$ cat src/pkg/hfosc_defines.svh
/*
  Offsets, field positions, reset values and timings in ns of the
  high-frequency oscillator control block.
  Assumes inclusion by bare name from the design and test files.
*/
`ifndef HFOSC_DEFINES_SVH
`define HFOSC_DEFINES_SVH

`define HFOSC_CTRL_ADDR 8'hb7
`define HFOSC_TRIM_ADDR 8'hbf

`define HFOSC_CTRL_EN_BIT 7
`define HFOSC_CTRL_RDY_BIT 6
`define HFOSC_CTRL_SUSP_BIT 5
`define HFOSC_CTRL_RSVD_MSB 4
`define HFOSC_CTRL_RSVD_LSB 2
`define HFOSC_CTRL_DIV_MSB 1
`define HFOSC_CTRL_DIV_LSB 0

`define HFOSC_CTRL_RESET 8'hc0
`define HFOSC_DIV_RESET 2'h0
// Factory trim value; arbitrary here, set per part
`define HFOSC_TRIM_RESET 8'h80
`define HFOSC_RDATA_IDLE 8'h00

`define HFOSC_CLK_PERIOD_NS 25
`define HFOSC_SETTLE_NS 100

`endif

$ cat src/pkg/hfosc_pkg.sv
/*
  Types of the high-frequency oscillator control block.
  Assumes hfosc_defines.svh is on the include path.
*/
`default_nettype none

package hfosc_pkg;

  // Special-function register access from the core
  typedef struct packed {
    logic [7:0] addr;
    logic wr;
    logic rd;
    logic [7:0] wdata;
  } sfr_req_t;

  // Wake sources for suspend
  typedef struct packed {
    logic [2:0] port_match;
    logic [1:0] cmp_enable;
    logic [1:0] cmp_out;
  } wake_src_t;

  typedef enum logic [1:0] {
    DIV_BY_8 = 2'b00,
    DIV_BY_4 = 2'b01,
    DIV_BY_2 = 2'b10,
    DIV_BY_1 = 2'b11
  } postdiv_t;

  typedef enum logic [2:0] {
    OSC_OFF = 3'b001,
    OSC_SETTLE = 3'b010,
    OSC_READY = 3'b100
  } osc_state_t;

endpackage

`default_nettype wire

$ cat src/design/hf_postdiv.sv
/*
  Post-divider for the oscillator tick stream: 1, 2, 4 or 8.
  Assumes osc_tick_in is a one-cycle pulse per oscillator period.
*/
`timescale 1ns/1ps
`default_nettype none

module hf_postdiv (
  input wire logic mclk_in, // System clock
  input wire logic sys_rst_in, // Async reset, high
  input wire logic osc_tick_in, // Oscillator period pulse
  input wire hfosc_pkg::postdiv_t sel_in, // Divide select
  output logic div_tick_out // Divided pulse
);
  import hfosc_pkg::*;

  logic [2:0] cnt_q, cnt_d;
  logic [2:0] mask;
  logic tick_q, tick_d;

  always_comb begin
    case (sel_in)
      DIV_BY_8: mask = 3'h7;
      DIV_BY_4: mask = 3'h3;
      DIV_BY_2: mask = 3'h1;
      default: mask = 3'h0;
    endcase
    cnt_d = cnt_q;
    tick_d = 1'b0;
    if (osc_tick_in) begin
      tick_d = ((cnt_q & mask) == mask);
      cnt_d = cnt_q + 3'h1;
    end
  end

  always_ff @(posedge mclk_in or posedge sys_rst_in) begin
    if (sys_rst_in) begin
      cnt_q <= 3'h0;
      tick_q <= 1'b0;
    end else begin
      cnt_q <= cnt_d;
      tick_q <= tick_d;
    end
  end

  assign div_tick_out = tick_q;
endmodule // hf_postdiv

`default_nettype wire

$ cat src/design/hf_oscillator_suspend_control.sv
/*
  High-frequency oscillator control: enable, ready flag, trim,
  post-divider and suspend with wake events, behind two SFRs.
  Assumes core SFR strobes and wake inputs synchronous to mclk_in;
  the oscillator is modelled as a trim-steered tick generator.
*/
`timescale 1ns/1ps
`default_nettype none
`include "hfosc_defines.svh"

module hf_oscillator_suspend_control #(
  parameter logic [7:0] TRIM_RESET = `HFOSC_TRIM_RESET,
  parameter int SETTLE_CYCLES =
    (`HFOSC_SETTLE_NS + `HFOSC_CLK_PERIOD_NS - 1) / `HFOSC_CLK_PERIOD_NS
) (
  input wire logic mclk_in, // System clock, 40 MHz
  input wire logic sys_rst_in, // Async reset, high
  input wire hfosc_pkg::sfr_req_t sfr_req_in, // SFR access
  input wire hfosc_pkg::wake_src_t wake_in, // Wake sources
  input wire logic ext_src_sel_in, // Another clock source chosen
  output logic [7:0] sfr_rdata_out, // SFR read data
  output logic core_tick_out, // Divided oscillator pulse
  output logic core_hold_out, // Core clock stopped
  output logic hf_selected_out, // Oscillator drives core clock
  output logic hf_running_out // Oscillator running
);
  import hfosc_pkg::*;

  if (SETTLE_CYCLES < 1 || SETTLE_CYCLES > 255) begin : g_chk
    $error("SETTLE_CYCLES out of range");
  end

  localparam logic [7:0] SETTLE_LAST = 8'(SETTLE_CYCLES - 1);

  logic ctrl_wr, trim_wr, ctrl_rd, trim_rd;
  logic wake;
  logic osc_on;
  logic div_tick;

  // Control and trim state
  logic en_q, en_d;
  logic susp_q, susp_d;
  postdiv_t div_q, div_d;
  logic [7:0] trim_q, trim_d;
  logic hf_sel_q, hf_sel_d;

  // Oscillator model state
  osc_state_t st_q, st_d;
  logic [7:0] settle_q, settle_d;
  logic [7:0] acc_q, acc_d;
  logic tick_q, tick_d;
  logic [8:0] acc_sum;

  // Output registers
  logic [7:0] rdata_q, rdata_d;
  logic hold_q, hold_d;
  logic run_q, run_d;
  logic core_tick_q, core_tick_d;

  always_comb begin
    ctrl_wr = 1'b0;
    trim_wr = 1'b0;
    ctrl_rd = 1'b0;
    trim_rd = 1'b0;
    if (sfr_req_in.addr == `HFOSC_CTRL_ADDR) begin
      ctrl_wr = sfr_req_in.wr;
      ctrl_rd = sfr_req_in.rd;
    end else if (sfr_req_in.addr == `HFOSC_TRIM_ADDR) begin
      trim_wr = sfr_req_in.wr;
      trim_rd = sfr_req_in.rd;
    end
  end

  assign wake = (|wake_in.port_match) |
                (|(wake_in.cmp_enable & ~wake_in.cmp_out));

  // Register file; reserved write bits are dropped
  always_comb begin
    en_d = en_q;
    div_d = div_q;
    trim_d = trim_q;
    susp_d = susp_q;
    hf_sel_d = ~ext_src_sel_in;
    if (ctrl_wr) begin
      en_d = sfr_req_in.wdata[`HFOSC_CTRL_EN_BIT];
      div_d = postdiv_t'(
        sfr_req_in.wdata[`HFOSC_CTRL_DIV_MSB:`HFOSC_CTRL_DIV_LSB]);
    end
    if (trim_wr) begin
      trim_d = sfr_req_in.wdata;
    end
    // A fresh suspend request wins over a wake in the same cycle
    if (ctrl_wr && sfr_req_in.wdata[`HFOSC_CTRL_SUSP_BIT]) begin
      susp_d = 1'b1;
    end else if (wake) begin
      susp_d = 1'b0;
    end
  end

  always_ff @(posedge mclk_in or posedge sys_rst_in) begin
    if (sys_rst_in) begin
      en_q <= 1'(`HFOSC_CTRL_RESET >> `HFOSC_CTRL_EN_BIT);
      susp_q <= 1'b0;
      div_q <= postdiv_t'(`HFOSC_DIV_RESET);
      trim_q <= TRIM_RESET;
      hf_sel_q <= 1'b1;
    end else begin
      en_q <= en_d;
      susp_q <= susp_d;
      div_q <= div_d;
      trim_q <= trim_d;
      hf_sel_q <= hf_sel_d;
    end
  end

  assign osc_on = en_q & ~susp_q;

  // Ready tracking: a trim change in OSC_READY re-settles the frequency
  always_comb begin
    st_d = st_q;
    settle_d = settle_q;
    case (st_q)
      OSC_OFF: begin
        if (osc_on) begin
          st_d = OSC_SETTLE;
          settle_d = 8'h00;
        end
      end
      OSC_SETTLE: begin
        if (!osc_on) begin
          st_d = OSC_OFF;
        end else if (settle_q == SETTLE_LAST) begin
          st_d = OSC_READY;
        end else begin
          settle_d = settle_q + 8'h01;
        end
      end
      OSC_READY: begin
        if (!osc_on) begin
          st_d = OSC_OFF;
        end else if (trim_wr) begin
          st_d = OSC_SETTLE;
          settle_d = 8'h00;
        end
      end
      default: begin
        st_d = OSC_OFF;
      end
    endcase
  end

  // Phase accumulator: larger trim gives a shorter period
  always_comb begin
    acc_sum = {1'b0, acc_q} + {1'b0, trim_q} + 9'h001;
    acc_d = acc_q;
    tick_d = 1'b0;
    if (osc_on) begin
      acc_d = acc_sum[7:0];
      tick_d = acc_sum[8];
    end
  end

  always_ff @(posedge mclk_in or posedge sys_rst_in) begin
    if (sys_rst_in) begin
      st_q <= OSC_READY;
      settle_q <= 8'h00;
      acc_q <= 8'h00;
      tick_q <= 1'b0;
    end else begin
      st_q <= st_d;
      settle_q <= settle_d;
      acc_q <= acc_d;
      tick_q <= tick_d;
    end
  end

  hf_postdiv u_postdiv (
    .mclk_in(mclk_in),
    .sys_rst_in(sys_rst_in),
    .osc_tick_in(tick_q),
    .sel_in(div_q),
    .div_tick_out(div_tick)
  );

  // Outputs; holding the clock keeps core state, so it resumes in place
  always_comb begin
    hold_d = susp_q & hf_sel_q;
    run_d = osc_on;
    core_tick_d = div_tick;
    rdata_d = `HFOSC_RDATA_IDLE;
    if (ctrl_rd) begin
      rdata_d = {en_q, (st_q == OSC_READY), susp_q, 3'b000, div_q};
    end else if (trim_rd) begin
      rdata_d = trim_q;
    end
  end

  always_ff @(posedge mclk_in or posedge sys_rst_in) begin
    if (sys_rst_in) begin
      rdata_q <= `HFOSC_RDATA_IDLE;
      hold_q <= 1'b0;
      run_q <= 1'b1;
      core_tick_q <= 1'b0;
    end else begin
      rdata_q <= rdata_d;
      hold_q <= hold_d;
      run_q <= run_d;
      core_tick_q <= core_tick_d;
    end
  end

  assign sfr_rdata_out = rdata_q;
  assign core_hold_out = hold_q;
  assign hf_selected_out = hf_sel_q;
  assign hf_running_out = run_q;
  assign core_tick_out = core_tick_q;
endmodule // hf_oscillator_suspend_control

`default_nettype wire

$ cat config.mk
export PLATFORM = sky130hd
export DESIGN_NAME = hf_oscillator_suspend_control
export DESIGN_NICKNAME = d
export VERILOG_FILES = /design/src/pkg/hfosc_pkg.sv /design/src/design/hf_postdiv.sv /design/src/design/hf_oscillator_suspend_control.sv
export VERILOG_INCLUDE_DIRS = /design/src /design/src/pkg
export SDC_FILE = /design/constraint.sdc
export NUM_CORES = 1
export LEC_CHECK = 0
export BUFFER_PORTS_ARGS = -buffer_cell sky130_fd_sc_hd__buf_2
export CAP_MARGIN = 25
export CORE_UTILIZATION = 50
export CTS_BUF_LIST = sky130_fd_sc_hd__clkbuf_8
export DETAILED_ROUTE_END_ITERATION = 6
export GPL_TIMING_DRIVEN = 0
export PLACE_DENSITY = 0.72
export SYNTH_ARGS = -nofsm -noshare
export SYNTH_HDL_FRONTEND = slang
export SYNTH_SLANG_ARGS = --single-unit
$ cat constraint.sdc
create_clock -name mclk_in -period 3.56 [get_ports mclk_in]
set_input_delay 0.712 -clock mclk_in [delete_from_list [all_inputs] [get_ports mclk_in]]
set_output_delay 0.712 -clock mclk_in [all_outputs]
set_load 0.005 [all_outputs]
==> results.py <==
metrics = {
    "status": {
        "status": "finished, final reports clean",
    },
    "sta": {
        "fin_crit_sh": 0.620,
        "report.final.hold_viol_count": 0,
        "setup_viol": 0,
        "tightestPinTransition_ns": 0.590,
        "slew_headroom": 0.607,
        "fin_crit_ns": 2.21,
        "fmax_mhz": 453,
        "fin_worst_skew_ns": 0.00483,
        "rsz0062_at_grt": "no",
        "hold_slack_ns": 0.294,
        "slew_violations": 0,
        "setup_tns_ns": 0,
    },
    "power_and_ir_drop": {
        "power.leakage_nw": 1.34,
        "ir_worst_vdd_v": 0.000274,
        "p_per_area_mw_per_mm2": 453,
        "power.total_mw": 1.20,
    },
    "logic_synthesis": {
        "synth_area_per_cell_um2": 11.2,
        "synth_seq_area_share": 0.532,
        "synth-seq-cells": 48,
        "async_flop_share": 1.00,
        "muxShareOfSynthArea": 0.0546,
        "syn_nets": 241,
        "synth_fa_ha_area_frac": 0.0639,
        "ys.warnings.count": 0,
        "yosys.area_share.simple": 0.135,
        "synth_flop_cell": "dfrtp_1",
        "synth_edf_count": 0,
        "synth_xor_area_frac": 0.0270,
        "synth_cell_types": 43,
        "synthCells": 202,
        "synth-compound-area-share": 0.157,
        "synth_top_family_by_area": "compound AO/OA/AOI/OAI gates",
        "synth_area_mm2": 0.00227,
    },
    "layout": {
        "fillers": 363,
        "fin_area_mm2": 0.00264,
        "diodes": 0,
        "drive_above_1_share": 0.276,
        "area_growth_pct": 16.4,
        "nNetsFinal": 288,
        "final_core_util": 0.607,
    },
    "place": {
        "gp_congestion": 0.816,
        "place_area_mm2": 0.00255,
        "dp_hpwl_um": 2990,
        "io_buffer_count": 39,
    },
    "grt": {
        "grt_pass1_vias": 1512,
        "overflow": 0,
        "grt_antenna_before_repair": 0,
        "grt_usage": 0.186,
        "grt_max_degree": 43,
        "grt_pass1_wl_um": 6940,
    },
    "detailed_routing": {
        "ant_nets": 0,
        "first_pass_iters": 4,
        "drt-total-wl_um": 4160,
        "wire_per_inst_um": 13.8,
        "viasPerCell": 5.46,
        "num_vias": 1650,
        "drc": 0,
        "detail_route.iter0.violations": 80,
    },
    "clock_network": {
        "cts.path.max_buffers": 2,
        "insertion_delay_ns": 0.30,
        "clk_pin_slew_ns": 0.09,
        "cts_root_buf": "clkbuf_8",
        "cts_sinks": 48,
        "numCtsBuffers": 5,
        "holdBufCountCts": 0,
        "cts_resized": 0,
        "postCtsSetupBuffers": 0,
        "cts_tree": "built",
        "cts_max_level": 2,
    },
    "critical_path": {
        "cp-end-kind": "register",
        "worst-path-max-fanout": 3,
        "startpoint": "trim_q[0]",
        "crit_arrival_ns": 2.38,
        "worstReg2RegStart": "trim_q[0]",
        "worstPathRequired_ns": 3.74,
        "critical_path_class": "reg -> reg",
        "start_kind": "register",
    },
    "job": {
        "drv_cap": 0,
    },
    "floorplanning": {
        "die_x_um": 69.4,
        "die_height_um": 69.4,
        "die_area_mm2": 0.00481,
        "initial_utilization": 0.521,
        "row_count": 24,
        "fp.coreArea_mm2": 0.00435,
        "io_pins": 40,
    },
    "hold_path": {
        "min_path_type": "in -> async",
    },
}
cells by family after synthesis:
group / Yosys count
XOR/XNOR: 7
adder cells (fa/ha/maj): 11
AND/OR/NAND/NOR: 57
buffers and inverters: 17
multiplexers: 11
AO/OA/AOI/OAI: 51
flip-flops: 48
routing by layer:
metal / vias up / wire (um) / global-route usage / part of all wire
met3: 7 / 159 / 0.0480 / 0.038
met2: 31 / 1890 / 0.279 / 0.46
met1: 802 / 2030 / 0.256 / 0.49
met4: 0 / 70 / 0.0771 / 0.017
met5: - / 0 / 0 / 0
li1: 810 / - / - / -
area by class of cell:
type                       instances  area, um^2  area share
inverter                          12        45.0      0.0170
tap                               52        65.1      0.0246
buffer                             5        26.3     0.00994
timing repair buffer              40         215      0.0814
sequential                        48        1210       0.457
clock inverter                     3        23.8     0.00900
multi-input combinational        137         991       0.375
clock buffer                       5        68.8      0.0260
final timing paths:
check                                 to  depth (start not counted)  slack, ns
max                             acc_q[6]                          9       1.35
min                          settle_q[7]                          2       0.29
max reg2reg                     acc_q[6]                          9       1.35
min reg2reg                core_tick_out                          0       0.36
max in group asynchronous        st_q[2]                          3       2.74
min in group mclk_in       core_tick_out                          0       0.36
metrics by stage:
stage	cells	setup WS, ns
after floorplan	202	1.54
after global placement	293	1.10
after detailed placement	294	1.37
after CTS	302	1.35
after global routing	302	1.23
final	302	1.35
power by group:
part           internal (mW)  switching, mW  leakage, nW
logic                 0.0971          0.105        0.665
registers              0.609         0.0588        0.630
clock network          0.139          0.187       0.0404
total                  0.845          0.351         1.34
cells in the mapped netlist, types with 2 or more instances:
master / count / area share
a21oi_1: 10 / 0.022
a22o_1: 6 / 0.023
a31oi_1: 4 / 0.011
a41oi_1: 2 / 0.0077
and2_1: 6 / 0.017
and3_1: 3 / 0.0083
clkbuf_1: 4 / 0.0066
dfrtp_1: 43 / 0.47
dfstp_2: 5 / 0.058
ha_1: 10 / 0.055
inv_1: 12 / 0.020
mux2_2: 11 / 0.055
nand2_1: 19 / 0.031
nand2b_1: 6 / 0.017
nand3_1: 3 / 0.0066
nor2_1: 9 / 0.015
nor3_1: 2 / 0.0044
nor3b_1: 2 / 0.0066
o21a_1: 5 / 0.017
o21ai_0: 11 / 0.024
o31ai_1: 2 / 0.0066
xnor2_1: 3 / 0.012
xor2_1: 4 / 0.015
worst max-delay path: stages (launching register included):
cell     delay (ns)
dfrtp_1        0.40
inv_1          0.06
ha_1           0.17
inv_1          0.06
fa_1           0.42
a21o_1         0.19
a311o_1        0.34
a21oi_1        0.21
xor2_1         0.15
o21ai_0        0.08
state kept, by name (all words and copies together), names as in the netlist, 2 cells and up:
name and flops:
acc_q 8, div_q 2, settle_q 8, sfr_rdata_out 8, st_q 3, trim_q 8, u_postdiv.cnt_q 3
cell usage in the layout (no fill, tap or decap), types with 3 or more instances in the layout:
cell      synthesis  layout
dfstp_2           5       5
clkbuf_8          0       5
dfrtp_1          43      43
xor2_1            4       4
a31oi_1           4       4
nor2_1            9       9
o21a_1            5       5
ha_1             10      10
a22o_1            6       6
inv_1            12      11
clkbuf_1          4       4
mux2_2           11      11
o21ai_0          11      11
a21oi_1          10      10
nand2_1          19      19
xnor2_1           3       3
and2_1            6       6
buf_2             0      39
nand2b_1          6       6
nand3_1           3       3
and3_1            3       3
(Power assumes the default switching activity.)
